## src/logic/adsc_pkg.sv

```systemverilog
/*
  Constants for the actuator diagnostic reporting and return-spring check block.
  Assumes a 20 MHz system clock and an APB register port with 32-bit data.
*/
package adsc_pkg;
  localparam int unsigned CLK_HZ = 20000000;
  // timing
  localparam int unsigned START_TIMEOUT_MS = 200;
  localparam int unsigned START_TIMEOUT_CYC = START_TIMEOUT_MS * (CLK_HZ / 1000);
  localparam int unsigned MS_CYC = CLK_HZ / 1000;
  // register offsets (byte addresses)
  localparam logic [11:0] OFS_CTRL = 12'h000;
  localparam logic [11:0] OFS_START_POS = 12'h004;
  localparam logic [11:0] OFS_FINISH_POS = 12'h008;
  localparam logic [11:0] OFS_FINISH_TMO = 12'h00c;
  localparam logic [11:0] OFS_SPRING_STAT = 12'h010;
  localparam logic [11:0] OFS_DIAG = 12'h014;
  localparam logic [11:0] OFS_IRQ_STAT = 12'h018;
  localparam logic [11:0] OFS_IRQ_MASK = 12'h01c;
  // control fields
  localparam int CTRL_SPRING_EN = 0;
  // reset values
  localparam logic [7:0] START_POS_RST = 8'hc0;
  localparam logic [7:0] FINISH_POS_RST = 8'h10;
  localparam logic [15:0] FINISH_TMO_RST = 16'h01f4;
  // data substitutions and temperature thresholds
  localparam logic [7:0] DATA_NOT_AVAIL = 8'hfe;
  localparam logic signed [9:0] TEMP_SHUTOFF = 10'sd125;
  localparam logic signed [9:0] TEMP_DERATE = 10'sd118;
  localparam logic signed [9:0] TEMP_LOW = -10'sd40;
  // failure mode codes
  localparam logic [4:0] FMI_OVERTEMP = 5'h00;
  localparam logic [4:0] FMI_POS_ERR = 5'h07;
  localparam logic [4:0] FMI_TSENSE_FAIL = 5'h0c;
  localparam logic [4:0] FMI_DEMAND_LOST = 5'h0e;
  localparam logic [4:0] FMI_DERATE = 5'h0f;
  localparam logic [4:0] FMI_CAN_RANGE = 5'h10;
  localparam logic [4:0] FMI_NORMAL = 5'h1f;
  // temperature status codes
  localparam logic [2:0] TST_IN_RANGE = 3'h0;
  localparam logic [2:0] TST_HIGH_LEAST = 3'h1;
  localparam logic [2:0] TST_HIGH_MOST = 3'h2;
  localparam logic [2:0] TST_LOW_LEAST = 3'h3;
  localparam logic [2:0] TST_ERROR = 3'h4;
  // spring check result codes
  localparam logic [1:0] SPR_PENDING = 2'h0;
  localparam logic [1:0] SPR_PASSED = 2'h1;
  localparam logic [1:0] SPR_FAILED = 2'h2;
  localparam logic [1:0] SPR_NOT_DONE = 2'h3;
  // interrupt bits
  localparam int IRQ_SPRING_DONE = 0;
  localparam int IRQ_SPRING_FAIL = 1;
  localparam int IRQ_OVERTEMP = 2;
  localparam int IRQ_CLAIM_FAIL = 3;
  localparam int IRQ_W = 4;

  typedef enum logic [5:0] {
    SPR_IDLE = 6'b000001,
    SPR_DRIVE = 6'b000010,
    SPR_LIMP = 6'b000100,
    SPR_DONE_OK = 6'b001000,
    SPR_DONE_BAD = 6'b010000,
    SPR_ABORTED = 6'b100000
  } adsc_spr_e;
endpackage

```

## src/logic/adsc_top.sv

```systemverilog
/*
  Diagnostic indication mapping and power-up return-spring check.
  Assumes all inputs synchronous to mclk, an APB master, and that the
  position loop reports arrival at the commanded position through pos_fb.
*/
// The placing of the registers and the APB slave port were left to the implementer.
// Summary of operation
// - spring check runs only when the enable control bit is set
// - once position control is active, shaft is commanded to start position
// - at start position, timer starts and drive current is forced to zero
// - not reaching start within 200 ms raises the spring check fault
// - not reaching finish before configured timeout raises the spring fault
// - reaching finish in time sets spring status to passed
// - valid demand or shutdown before completion abandons check as not performed
// - all demand sources failed: desired position 0xfe, failure code 14
// - temperature sensor failed: temperature 0xfe, status error, code 12
// - temperature at or above 125: zero current, high most severe, code 0
// - temperature at or above 118: derate flag, high least severe, code 15
// - temperature below -40: low temperature flag, low least severe
// - failed analog or pulse demand: report the demand value in use
// - CAN demand out of range: report demand in use, code 16
// - position error: report actual position, code 7
// - address claim failure sets status bit and zeroes CAN demand
`timescale 1ns/1ps
`default_nettype none
module adsc_top
  import adsc_pkg::*;
(
  // clock and reset
  input wire logic mclk,
  input wire logic srst,
  // apb slave
  input wire logic psel,
  input wire logic penable,
  input wire logic pwrite,
  input wire logic [11:0] paddr,
  input wire logic [31:0] pwdata,
  output logic [31:0] prdata,
  output logic pready,
  output logic pslverr,
  // position loop
  input wire logic pos_ctrl_active,
  input wire logic [7:0] pos_fb,
  input wire logic [7:0] demand_in_use,
  input wire logic demand_valid,
  input wire logic forced_stop_state,
  output logic spring_cmd_active,
  output logic [7:0] spring_cmd_pos,
  output logic drive_zero,
  // diagnostic conditions
  input wire logic demand_all_failed,
  input wire logic analog_fail_high,
  input wire logic analog_fail_low,
  input wire logic pwm_fail_high,
  input wire logic pwm_fail_low,
  input wire logic can_demand_out_of_range,
  input wire logic pos_error,
  input wire logic temp_sensor_failed,
  input wire logic signed [9:0] temp_sensed,
  input wire logic addr_claim_failed,
  input wire logic [7:0] can_demand_raw,
  // can diagnostic indications
  output logic [7:0] rpt_desired_pos,
  output logic [7:0] rpt_pos_fb,
  output logic [7:0] rpt_temp,
  output logic [2:0] rpt_temp_status,
  output logic [4:0] rpt_fmi,
  output logic derate_flag,
  output logic temp_low_flag,
  output logic spring_fault,
  output logic claim_fail_status,
  output logic [7:0] can_demand_eff,
  // interrupt
  output logic irq
);
  import adsc_pkg::*;

  logic spring_en_reg;
  logic [7:0] start_pos_reg;
  logic [7:0] finish_pos_reg;
  logic [15:0] finish_tmo_reg;
  logic [IRQ_W-1:0] irq_stat_reg;
  logic [IRQ_W-1:0] irq_mask_reg;
  logic [IRQ_W-1:0] irq_event;
  adsc_spr_e spr_reg;
  adsc_spr_e spr_next;
  logic [1:0] spr_result;
  logic [22:0] tmr_reg;
  logic [15:0] ms_tmr_reg;
  logic [14:0] ms_div_reg;
  logic ms_tick;
  logic wr_en;
  logic rd_en;
  logic addr_ok;
  logic [7:0] temp_byte;
  logic overtemp;

  assign wr_en = psel && penable && pwrite;
  assign rd_en = psel && penable && !pwrite;
  assign pready = 1'b1;

  always_comb begin
    case (paddr)
      OFS_CTRL, OFS_START_POS, OFS_FINISH_POS, OFS_FINISH_TMO,
      OFS_SPRING_STAT, OFS_DIAG, OFS_IRQ_STAT, OFS_IRQ_MASK: addr_ok = 1'b1;
      default: addr_ok = 1'b0;
    endcase
  end
  assign pslverr = psel && penable && !addr_ok;

  // configuration registers
  always_ff @(posedge mclk) begin
    if (srst) begin
      spring_en_reg <= 1'b0;
      start_pos_reg <= START_POS_RST;
      finish_pos_reg <= FINISH_POS_RST;
      finish_tmo_reg <= FINISH_TMO_RST;
      irq_mask_reg <= '0;
    end else if (wr_en) begin
      case (paddr)
        OFS_CTRL: spring_en_reg <= pwdata[CTRL_SPRING_EN];
        OFS_START_POS: start_pos_reg <= pwdata[7:0];
        OFS_FINISH_POS: finish_pos_reg <= pwdata[7:0];
        OFS_FINISH_TMO: finish_tmo_reg <= pwdata[15:0];
        OFS_IRQ_MASK: irq_mask_reg <= pwdata[IRQ_W-1:0];
        default: ;
      endcase
    end
  end

  // read data is registered so it stands until the next read
  always_ff @(posedge mclk) begin
    if (srst) begin
      prdata <= '0;
    end else if (psel && !penable && !pwrite) begin
      case (paddr)
        OFS_CTRL: prdata <= {31'h0, spring_en_reg};
        OFS_START_POS: prdata <= {24'h0, start_pos_reg};
        OFS_FINISH_POS: prdata <= {24'h0, finish_pos_reg};
        OFS_FINISH_TMO: prdata <= {16'h0, finish_tmo_reg};
        OFS_SPRING_STAT: prdata <= {30'h0, spr_result};
        OFS_DIAG: prdata <= {12'h0, claim_fail_status, spring_fault, temp_low_flag,
                             derate_flag, rpt_temp_status, rpt_fmi, rpt_temp};
        OFS_IRQ_STAT: prdata <= {28'h0, irq_stat_reg};
        OFS_IRQ_MASK: prdata <= {28'h0, irq_mask_reg};
        default: prdata <= '0;
      endcase
    end
  end

  // millisecond enable for the finish timeout
  assign ms_tick = (ms_div_reg == 15'(MS_CYC - 1));
  always_ff @(posedge mclk) begin
    if (srst || ms_tick || spr_reg != SPR_LIMP) begin
      ms_div_reg <= '0;
    end else begin
      ms_div_reg <= ms_div_reg + 15'h1;
    end
  end

  // spring check sequencer; the idle state is left once only, so the
  // final state holds until the next power-up reset
  always_comb begin
    spr_next = spr_reg;
    case (spr_reg)
      SPR_IDLE: begin
        if (spring_en_reg && pos_ctrl_active) begin
          spr_next = SPR_DRIVE;
        end
      end
      SPR_DRIVE: begin
        if (demand_valid || forced_stop_state) begin
          spr_next = SPR_ABORTED;
        end else if (pos_fb == start_pos_reg) begin
          spr_next = SPR_LIMP;
        end else if (tmr_reg == 23'(START_TIMEOUT_CYC - 1)) begin
          spr_next = SPR_DONE_BAD;
        end
      end
      SPR_LIMP: begin
        if (demand_valid || forced_stop_state) begin
          spr_next = SPR_ABORTED;
        end else if (pos_fb == finish_pos_reg) begin
          spr_next = SPR_DONE_OK;
        end else if (ms_tick && ms_tmr_reg + 16'h1 >= finish_tmo_reg) begin
          spr_next = SPR_DONE_BAD;
        end
      end
      SPR_DONE_OK, SPR_DONE_BAD, SPR_ABORTED: spr_next = spr_reg;
      default: spr_next = SPR_IDLE;
    endcase
  end

  always_ff @(posedge mclk) begin
    if (srst) begin
      spr_reg <= SPR_IDLE;
    end else begin
      spr_reg <= spr_next;
    end
  end

  // start-phase cycle timer and finish-phase millisecond timer
  always_ff @(posedge mclk) begin
    if (srst || spr_reg != SPR_DRIVE) begin
      tmr_reg <= '0;
    end else begin
      tmr_reg <= tmr_reg + 23'h1;
    end
  end

  always_ff @(posedge mclk) begin
    if (srst || spr_reg != SPR_LIMP) begin
      ms_tmr_reg <= '0;
    end else if (ms_tick) begin
      ms_tmr_reg <= ms_tmr_reg + 16'h1;
    end
  end

  always_comb begin
    case (spr_reg)
      SPR_DONE_OK: spr_result = SPR_PASSED;
      SPR_DONE_BAD: spr_result = SPR_FAILED;
      SPR_ABORTED: spr_result = SPR_NOT_DONE;
      default: spr_result = SPR_PENDING;
    endcase
  end

  assign spring_cmd_active = (spr_reg == SPR_DRIVE);
  assign spring_cmd_pos = start_pos_reg;
  assign overtemp = !temp_sensor_failed && (temp_sensed >= TEMP_SHUTOFF);
  // limp phase and overtemperature both cut drive current
  assign drive_zero = (spr_reg == SPR_LIMP) || overtemp;
  assign spring_fault = (spr_reg == SPR_DONE_BAD);
  assign claim_fail_status = addr_claim_failed;
  assign can_demand_eff = addr_claim_failed ? 8'h00 : can_demand_raw;

  assign temp_byte = temp_sensed[7:0];

  // diagnostic indications; temperature shutdown outranks derating, and
  // the code order gives the most severe condition the failure code
  always_ff @(posedge mclk) begin
    if (srst) begin
      rpt_desired_pos <= '0;
      rpt_pos_fb <= '0;
      rpt_temp <= '0;
      rpt_temp_status <= TST_IN_RANGE;
      rpt_fmi <= FMI_NORMAL;
      derate_flag <= 1'b0;
      temp_low_flag <= 1'b0;
    end else begin
      // analog, pulse-width and CAN failures keep the value in use
      rpt_desired_pos <= demand_all_failed ? DATA_NOT_AVAIL : demand_in_use;
      rpt_pos_fb <= pos_fb;
      derate_flag <= !temp_sensor_failed && temp_sensed >= TEMP_DERATE;
      temp_low_flag <= !temp_sensor_failed && temp_sensed < TEMP_LOW;
      if (temp_sensor_failed) begin
        rpt_temp <= DATA_NOT_AVAIL;
        rpt_temp_status <= TST_ERROR;
      end else begin
        rpt_temp <= temp_byte;
        if (temp_sensed >= TEMP_SHUTOFF) begin
          rpt_temp_status <= TST_HIGH_MOST;
        end else if (temp_sensed >= TEMP_DERATE) begin
          rpt_temp_status <= TST_HIGH_LEAST;
        end else if (temp_sensed < TEMP_LOW) begin
          rpt_temp_status <= TST_LOW_LEAST;
        end else begin
          rpt_temp_status <= TST_IN_RANGE;
        end
      end
      if (overtemp) begin
        rpt_fmi <= FMI_OVERTEMP;
      end else if (demand_all_failed) begin
        rpt_fmi <= FMI_DEMAND_LOST;
      end else if (temp_sensor_failed) begin
        rpt_fmi <= FMI_TSENSE_FAIL;
      end else if (pos_error) begin
        rpt_fmi <= FMI_POS_ERR;
      end else if (can_demand_out_of_range) begin
        rpt_fmi <= FMI_CAN_RANGE;
      end else if (temp_sensed >= TEMP_DERATE) begin
        rpt_fmi <= FMI_DERATE;
      end else begin
        rpt_fmi <= FMI_NORMAL;
      end
    end
  end

  // interrupt status: set wins over write-one-to-clear
  assign irq_event[IRQ_SPRING_DONE] = (spr_reg != SPR_DONE_OK) && (spr_next == SPR_DONE_OK);
  assign irq_event[IRQ_SPRING_FAIL] = (spr_reg != SPR_DONE_BAD) && (spr_next == SPR_DONE_BAD);
  assign irq_event[IRQ_OVERTEMP] = overtemp;
  assign irq_event[IRQ_CLAIM_FAIL] = addr_claim_failed;

  always_ff @(posedge mclk) begin
    if (srst) begin
      irq_stat_reg <= '0;
    end else if (wr_en && paddr == OFS_IRQ_STAT) begin
      irq_stat_reg <= (irq_stat_reg & ~pwdata[IRQ_W-1:0]) | irq_event;
    end else begin
      irq_stat_reg <= irq_stat_reg | irq_event;
    end
  end

  assign irq = |(irq_stat_reg & irq_mask_reg);
endmodule
`default_nettype wire

```

## config.mk

```make
export PLATFORM = sky130hd
export DESIGN_NAME = adsc_top
export DESIGN_NICKNAME = d
export VERILOG_FILES = /design/src/logic/adsc_pkg.sv /design/src/logic/adsc_top.sv
export SDC_FILE = /design/constraint.sdc
export NUM_CORES = 1
export LEC_CHECK = 0
export BUFFER_PORTS_ARGS = -buffer_cell sky130_fd_sc_hd__buf_2
export CORE_MARGIN = 8
export CORE_UTILIZATION = 41
export CTS_CLUSTER_SIZE = 20
export DETAILED_ROUTE_END_ITERATION = 8
export PLACE_DENSITY = 0.7
export SETUP_SLACK_MARGIN = 0.2
export SYNTH_ARGS = -nofsm -noshare
export SYNTH_HDL_FRONTEND = slang
export SYNTH_SLANG_ARGS = --single-unit
```

## constraint.sdc

```tcl
create_clock -name mclk -period 4.2 [get_ports mclk]
set_clock_uncertainty 0.1 [all_clocks]
set_input_delay 0.84 -clock mclk [delete_from_list [all_inputs] [get_ports mclk]]
set_output_delay 0.84 -clock mclk [all_outputs]
set_load 0.1 [all_outputs]
```

# Word-level counts from Yosys, hierarchy flattened
# Memories as Yosys holds them, arrays and structs flattened.
# Index checks and enable logic that the tools add are counted.
[classes]
n_bitwise = 5
muxes = 25
magnitude_cmp = 4
add_sub_neg = 3
shifts = 0
n_reduce_logical = 35
multipliers = 0
div_mod_pow = 0
n_eq_ne = 23
[ops]
columns = ["cell", "n"]
rows = [
  ["case mux 20 bit (8 select lines)", 1],
  ["equality test 12 x 5 -> 1 bit (second input constant)", 4],
  ["2-to-1 mux 6 bit", 7],
  ["2-to-1 mux 5 bit", 6],
  ["equality test 12 x 4 -> 1 bit (second input constant)", 2],
  ["2-to-1 mux 8 bit", 3],
  ["case mux 6 bit (4 select lines)", 1],
  ["adder 23 x 1 -> 23 bit (second input constant)", 1],
  ["equality test 23 x 22 -> 1 bit (second input constant)", 1],
  [">= comparator 10 x 8 -> 1 bit (second input constant)", 2],
  ["adder 16 x 1 -> 16 bit (second input constant)", 1],
  ["equality test 8 bit", 2],
  [">= comparator 16 bit", 1],
  ["adder 15 x 1 -> 15 bit (second input constant)", 1],
  ["equality test 15 bit (second input constant)", 1],
  ["logical AND 1 bit", 13],
  ["equality test 12 x 3 -> 1 bit (second input constant)", 1],
  ["equality test 6 x 4 -> 1 bit (second input constant)", 2],
  ["equality test 6 x 5 -> 1 bit (second input constant)", 2],
  ["zero test 12 bit", 1],
  ["less-than comparator 10 x 7 -> 1 bit (second input constant)", 1],
  ["AND reduction 2 bit", 5],
  ["bitwise AND 4 bit", 2],
  ["bitwise OR 4 bit", 2],
  ["20 further kinds", 32],
]
[totals]
rom_bits = 32
latch_bits = 0
reg_bits = 167
inputBits = 95
n_memories = 1
ramBits = 0
[mem_list]
columns = ["memory", "words", "word_bits", "read_ports", "rd_ports_with_merged_regs", "wr", "line", "text"]
rows = [
  ["(name not given)", 32, 1, 1, 0, 0, "adsc_top.sv:103", "case (paddr)"],
]

# Longest topological paths before layout
# Gate-level depths: netlist (run 1).
[depth]
depth_word = 11
mapped_depth = 11
depth_no_buf = 11

# Worst setup path before layout (run 1)
# OpenSTA, ideal clock, no wires.
[synth_timing]
path_kind = "register to output"
from = "register spr_reg[1]"
to = "output port spring_fault"
n_path_buf = 0
t_arrival_ps = 3226
required_time_ps = 3260
path_stages_with_launch = 3
setup_slack_ps = 34
cell_sequence = "dfxtp_1 or4_1 nor3b_1"
[synth_via]
elab_chain_cells = 1
[synth_lines]
columns = ["element", "line", "text"]
rows = [
  ["from (decl)", "adsc_top.sv:85", "adsc_spr_e spr_reg;"],
  ["from (signal assigned)", "adsc_top.sv:198", "spr_reg <= spr_next;"],
  ["equality test 6 x 5 -> 1 bit", "adsc_top.sv:233", "assign spring_fault = (spr_reg == SPR_DONE_BAD);"],
  ["to (decl)", "adsc_top.sv:70", "output logic spring_fault,"],
]
# Every way passes these cells.

# Worst setup path in the final report (run 1)
[layout_timing]
from = "register ms_tmr_reg[0]"
to = "register irq_stat_reg[1]"
[layout_via]
elab_chain_cells = 11
word_cells_on_any_way = 12
[layout_lines]
columns = ["element", "line", "text"]
rows = [
  ["from (decl)", "adsc_top.sv:89", "logic [15:0] ms_tmr_reg;"],
  ["from (signal assigned)", "adsc_top.sv:215", "ms_tmr_reg <= ms_tmr_reg + 16'h1;"],
  ["adder 16 x 1 -> 16 bit (*)", "adsc_top.sv:185", "end else if (ms_tick && ms_tmr_reg + 16'h1 >= finish_tmo_reg) begin"],
  [">= comparator 16 bit (*)", "adsc_top.sv:185", ""],
  ["logical AND 1 bit (*)", "adsc_top.sv:185", ""],
  ["2-to-1 mux 6 bit (*)", "adsc_top.sv:185", ""],
  ["2-to-1 mux 6 bit (*)", "adsc_top.sv:183", "end else if (pos_fb == finish_pos_reg) begin"],
  ["2-to-1 mux 6 bit (*)", "adsc_top.sv:181", "if (demand_valid || forced_stop_state) begin"],
  ["case mux 6 bit (4 select lines) (*)", "adsc_top.sv:165", "case (spr_reg)"],
  ["equality test 6 x 5 -> 1 bit (*)", "adsc_top.sv:291", "assign irq_event[IRQ_SPRING_FAIL] = (spr_reg != SPR_DONE_BAD) && (spr_next == SPR_DONE_BAD);"],
  ["logical AND 1 bit (*)", "adsc_top.sv:291", ""],
  ["bitwise OR 4 bit, on equally long branches", "adsc_top.sv:301, adsc_top.sv:299", ""],
  ["2-to-1 mux 4 bit (*)", "adsc_top.sv:298", "end else if (wr_en && paddr == OFS_IRQ_STAT) begin"],
  ["to (signal assigned)", "adsc_top.sv:299", "irq_stat_reg <= (irq_stat_reg & ~pwdata[IRQ_W-1:0]) | irq_event;"],
  ["to (signal assigned)", "adsc_top.sv:301", "irq_stat_reg <= irq_stat_reg | irq_event;"],
  ["to (decl)", "adsc_top.sv:82", "logic [IRQ_W-1:0] irq_stat_reg;"],
]
# Mark *: on every way between the ends. The rest lies on a longest branch, timed or not.
# A chain may end at the register's enable or synchronous reset.

==> impl_metrics.toml, run 1 <==
[cts]
clk_pin_slew_ps = 60
cts-root-buf = "clkbuf_16"
cts_resized = 0
post_cts_buffers = 0
cts_max_path_buffers = 2
cts_tree = "built"
htree_num_levels = 4
cts_made_buffers = 17
clock-sinks = 155
holdBufCountCts = 0
clkLatencyLatePin_ps = 420

[route]
wire_per_inst_um = 16.1
drc = 0
post_drt_via_cell_ratio = 5.26
drt-total-wl_mm = 20.2
drtPass1Iterations = 4
ant_nets = 0
vias = 6582
first_iter_violations = 301

[setup_path]
timing.critical_path.mode_cell = "ha_1"
cp_cell_sequence = "ha_1, nand3_1, nor4b_1, buf_4, nand2_1, xnor2_1, ha_1, nand4_1, or3_1, o41ai_1, o311ai_1, a31oi_1"
max_stage_delay_ps = 510
critical_path_class = "reg -> reg"
crit_family = "simple AND/OR/NAND/NOR gates"
r2r_slack_ps = 640
crit_required_ps = 4440
cp-start-kind = "flop"
critPathSlowestCell = "o41ai_1"
cp-end-kind = "flop"
cp_max_fo = 6
cp.arrival_ps = 3800
crit_buf_inv = 1

[placed_design]
numPortBuffers = 150
dpl.cell_count = 1222
pre_cts_slack_ps = 635
place_area_mm2 = 0.00831
routabilityCongestion = 0.843
hpwl_mm = 15.4

[global_routing]
grt_usage_pct = 17.5
grt_overflow = 0
grt_pass1_wl_mm = 31.5
grt_pass1_vias = 6146
antenna_found_initial = 1
grt_max_degree = 63

[sta]
setup_ws_ps = 645
rsz0062_at_grt = "false"
finalSetupViolCount = 0
finalMaxSlewViolations = 0
worst_pin_slew_ps = 972
relSlewSlack_pct = 34.7
fmax_ghz = 0.281
hold_violations = 0
setup_tns_ps = 0
period_share_pct = 84.6
whs_ps = 340
period_minus_slack_ps = 3560

[yosys]
synthXorXnorAreaFrac_pct = 7.76
synth_edf_count = 0
synth_top_family_by_area = "simple AND/OR/NAND/NOR gates"
ys_async_sr_fraction_pct = 0
synth_ff_type = "dfxtp_1"
synthMuxAreaShare_pct = 3.50
ys_seq_area_share_pct = 41.7
yosysWarnings = 0
syn_avg_cell_area_um2 = 8.44
synthCells = 882
yosys.area_share.adder_pct = 3.19
synth_compound_area_share_pct = 11.7
yosys.area_share.simple_pct = 27.1
synth_area_mm2 = 0.00744
ys_types = 62
synth_seq_cells = 155

[die]
core_mm2 = 0.0179
io_pins = 184
num_rows = 49
dieWidth_um = 151
initial_core_util_pct = 41.6
die-area_mm2 = 0.0227
die_height_um = 151

[pwr]
swShare_pct = 26.7
cellInternalPower_mw = 2.68
ir_worst_vdd_mv = 0.265
combPwrFrac_pct = 12.4
p_clk_share_pct = 46.3
p_leak_nw = 3.63
power_mw = 3.66
switchingPower_mw = 0.978
power.density_mw_per_mm2 = 408
p_seq_share_pct = 41.3

[cells_and_area]
nets = 1126
largest_reg_flops = 23
final_common_cell = "dfxtp_1"
syn_to_final_growth_pct = 20.4
layout_common_cells = "155 x dfxtp_1, 150 x buf_2, 120 x nor2_1, 81 x nand2_1, 49 x a21oi_1"
final_cell_count_no_fill = 1252
layout-drive-gt1-share_pct = 19.8
utilization_pct = 50.0
final_cell_area_mm2 = 0.00896
fillCellCount = 1696

[status]
status = "complete, no violations"

[run]
drv_cap = 0

[hold_path]
hold_path_class = "reg -> reg"
-- power groups by stage --
stage	combinational [mW]	sequential (mW)	clock (mW)
detailed placement	0.455	1.54	0
global route	0.473	1.51	1.80
floorplan	0.181	1.72	0
finish	0.454	1.51	1.69
global placement	0.452	1.54	0
CTS	0.455	1.51	1.72
-- synthesized netlist by cell type (all sizes together), types with 10 or more instances --
cell type | number | area, um^2
xnor2 | 31 | 272
nand4 | 17 | 121
a21oi | 49 | 245
nor3 | 20 | 111
and3 | 14 | 87.6
nor4 | 12 | 105
dfxtp | 155 | 3100
nand3 | 38 | 190
nor2b | 24 | 153
nand2 | 81 | 304
nand3b | 10 | 75.1
mux2i | 26 | 260
inv | 25 | 93.8
or3 | 14 | 87.6
nor2 | 120 | 450
o21ai | 27 | 135
ha | 19 | 238
xor2 | 35 | 307
buf | 23 | 144
clkbuf | 34 | 128
-- layout make-up --
type	count	area [um^2]	share of cell area [%]
inverters	25	93.8	1.05
well taps	229	287	3.20
repair buffers	157	803	8.97
multi-input cells	656	4020	44.9
clock inverters	12	223	2.49
clock buffers	17	425	4.75
flip-flops and latches	155	3100	34.6
diodes	1	2.50	0.0279
-- per-layer routing --
layer / vias to the layer above / track usage, % / share of wire [%]
li1: 3300 / - / -
met1: 3061 / 21.0 / 43
met2: 194 / 29.6 / 48
met3: 25 / 4.27 / 6.9
met4: 2 / 6.28 / 2.1
met5: - / 0 / 0.074
-- path summary, 6_finish.rpt --
kind	to	cells past startpoint	startpoint
max	irq_stat_reg[1]$_SDFF_PP0_	12	ms_tmr_reg[0]$_SDFFE_PP0P_
min	tmr_reg[0]$_SDFF_PP0_	1	tmr_reg[0]$_SDFF_PP0_
max reg2reg	irq_stat_reg[1]$_SDFF_PP0_	12	ms_tmr_reg[0]$_SDFFE_PP0P_
min reg2reg	tmr_reg[0]$_SDFF_PP0_	1	tmr_reg[0]$_SDFF_PP0_
-- logic make-up after synthesis --
family,count (synthesis)
DFF,155
xor gates and xnor gates,66
AOI/OAI and AO/OA,138
buffers and inverters,82
adders and majority gates,19
and+or+nand+nor,394
muxes,26
other,2
Power figures use the tool's default switching activity.
==> inputs of run 2 (changes only) <==
--- a/config.mk
+++ b/config.mk
@@ -10,7 +10,7 @@
 export CORE_UTILIZATION = 41
 export CTS_CLUSTER_SIZE = 20
 export DETAILED_ROUTE_END_ITERATION = 8
-export PLACE_DENSITY = 0.7
+export PLACE_DENSITY = 0.72
 export SETUP_SLACK_MARGIN = 0.2
 export SYNTH_ARGS = -nofsm -noshare
 export SYNTH_HDL_FRONTEND = slang
==> constraint.sdc (replaced) <==
create_clock -name mclk -period 3.05 [get_ports mclk]
set_clock_uncertainty 0.1 [all_clocks]
set_input_delay 0.61 -clock mclk [delete_from_list [all_inputs] [get_ports mclk]]
set_output_delay 0.61 -clock mclk [all_outputs]
set_load 0.1 [all_outputs]
==> run 2 against run 1 <==
Effect of this change: first-iteration DRC count is 17% higher; sequential share of layout area fell by 0.61 points; setup slack lost 380 ps; sequential power up 37%; worst hold slack got worse by 55 ps; power up 29%; design area rose by 2.4%; register-to-register slack got worse by 380 ps; critical path type unchanged; largest cell class unchanged.
==> impl_metrics.toml, run 2 (synthesis gave the netlist of run 1 again) <==
[route]
wire_per_inst_um = 16.0
drt-total-wl_mm = 20.3
post_drt_via_cell_ratio = 5.26
vias = 6691
drc = 0
first_iter_violations = 353
ant_nets = 0
drtPass1Iterations = 5

[cts]
clkLatencyLatePin_ps = 420
cts_tree = "built"
clock-sinks = 155
cts-root-buf = "clkbuf_16"
post_cts_buffers = 0
cts_max_path_buffers = 2
cts_made_buffers = 17
clk_pin_slew_ps = 70
htree_num_levels = 4
holdBufCountCts = 0

[pwr]
combPwrFrac_pct = 13.4
p_seq_share_pct = 44.0
swShare_pct = 30.5
switchingPower_mw = 1.44
power.density_mw_per_mm2 = 513
ir_worst_vdd_mv = 0.401
cellInternalPower_mw = 3.27
p_clk_share_pct = 42.6
power_mw = 4.71
p_leak_nw = 3.78

[cells_and_area]
final_common_cell = "buf_2"
seq_area_mm2 = 0.00312
layout-drive-gt1-share_pct = 23.6
fillCellCount = 1678
final_cell_count_no_fill = 1273
syn_to_final_growth_pct = 23.2
final_cell_area_mm2 = 0.00917
antenna_cells = 0
layout_common_cells = "148 x buf_2, 147 x dfxtp_1, 118 x nor2_1, 80 x nand2_1, 49 x a21oi_1"
nets = 1145
utilization_pct = 51.2
largest_reg_flops = 23
multi_input_area_mm2 = 0.00414

[sta]
period_minus_slack_ps = 2780
finalSetupViolCount = 0
relSlewSlack_pct = 49.7
fmax_ghz = 0.359
setup_tns_ps = 0
finalMaxSlewViolations = 0
worst_pin_slew_ps = 736
period_share_pct = 91.3
hold_violations = 0
rsz0062_at_grt = "true"

[setup_path]
crit_family = "simple AND/OR/NAND/NOR gates"
critical_path_class = "reg -> reg"
crit_required_ps = 3270
critPathSlowestCell = "dfxtp_2"
r2r_slack_ps = 270
cp_cell_sequence = "and2_1, nand3_1, or2_4, nor2_2, xor2_1, ha_1, nand4_1, or3_4, o41ai_4, o311ai_1, and3b_1"
cp-end-kind = "flop"
cp_max_fo = 5
crit_buf_inv = 0
cp-start-kind = "flop"
cp.arrival_ps = 3000
max_stage_delay_ps = 380

[placed_design]
place_area_mm2 = 0.00854
numPortBuffers = 150
routabilityCongestion = 0.873
hpwl_mm = 15.2
dpl.cell_count = 1241

[run]
drv_cap = 0

[global_routing]
grt_pass1_vias = 6377
grt_max_degree = 85
grt_usage_pct = 17.7
grt_overflow = 0
antenna_found_initial = 0
grt_pass1_wl_mm = 31.9

[die]
num_rows = 49
io_pins = 184
die_height_um = 151
initial_core_util_pct = 41.6
die-area_mm2 = 0.0227
core_mm2 = 0.0179
dieWidth_um = 151

[hold_path]
hold_path_class = "in -> reg"

[status]
status = "complete, no violations"
## run 2: worst register-to-register path: stages (launching register included)
cell      delay [ps]
dfxtp_2          380
and2_1           180
nand3_1          110
or2_4            260
nor2_2           120
xor2_1            80
ha_1             310
nand4_1          130
or3_4            370
o41ai_4          340
o311ai_1         110
and3b_1          190
## run 2: timing repair
| item | 4_1_cts | 5_1_grt |
|---|---|---|
| resized for setup | 16 | 6 |
| cloned | 0 | 0 |
| setup endpoints to repair | 4 | 4 |
| pin swaps | 3 | 5 |
## run 2: cell type report
| type | count | area share, % |
|---|---|---|
| Clock buffer | 19 | 4.94 |
| Tap cell | 229 | 3.12 |
| Inverter | 25 | 1.02 |
| Sequential cell | 155 | 34.0 |
| Clock inverter | 13 | 1.15 |
| Multi-Input combinational cell | 656 | 45.1 |
| Timing Repair Buffer | 176 | 10.6 |
## run 2: worst paths after layout
check / depth (start not counted) / endpoint / startpoint
max: 11 / spr_reg[2]$_SDFF_PP0_ / ms_tmr_reg[4]$_SDFFE_PP0P_
min: 3 / rpt_desired_pos[4]$_SDFF_PP0_ / demand_in_use[4]
max reg2reg: 11 / spr_reg[2]$_SDFF_PP0_ / ms_tmr_reg[4]$_SDFFE_PP0P_
min reg2reg: 1 / tmr_reg[0]$_SDFF_PP0_ / tmr_reg[0]$_SDFF_PP0_
## run 2: per-layer routing
metal	GRT usage [%]	part of all wire, %
met5	0	0
met4	7.37	2.4
met3	4.09	7.6
met2	30.1	48
met1	20.9	42
## run 2: per-stage QoR
stage / hold slack, ps / worst slack [ps]
2_1_floorplan: 313 / 136
3_3_place_gp: 325 / 30.2
3_5_place_dp: 336 / 5.78
5_1_grt: 292 / 110
4_1_cts: 268 / 188
6_report: 286 / 266
## run 2: power groups by stage
stage / clock (mW) / combinational (mW) / sequential (mW)
3_3_place_gp: 0 / 0.627 / 2.12
5_1_grt: 2.14 / 0.655 / 2.08
6_report: 2.01 / 0.629 / 2.07
2_1_floorplan: 0 / 0.249 / 2.37
3_5_place_dp: 0 / 0.629 / 2.12
4_1_cts: 2.04 / 0.630 / 2.08
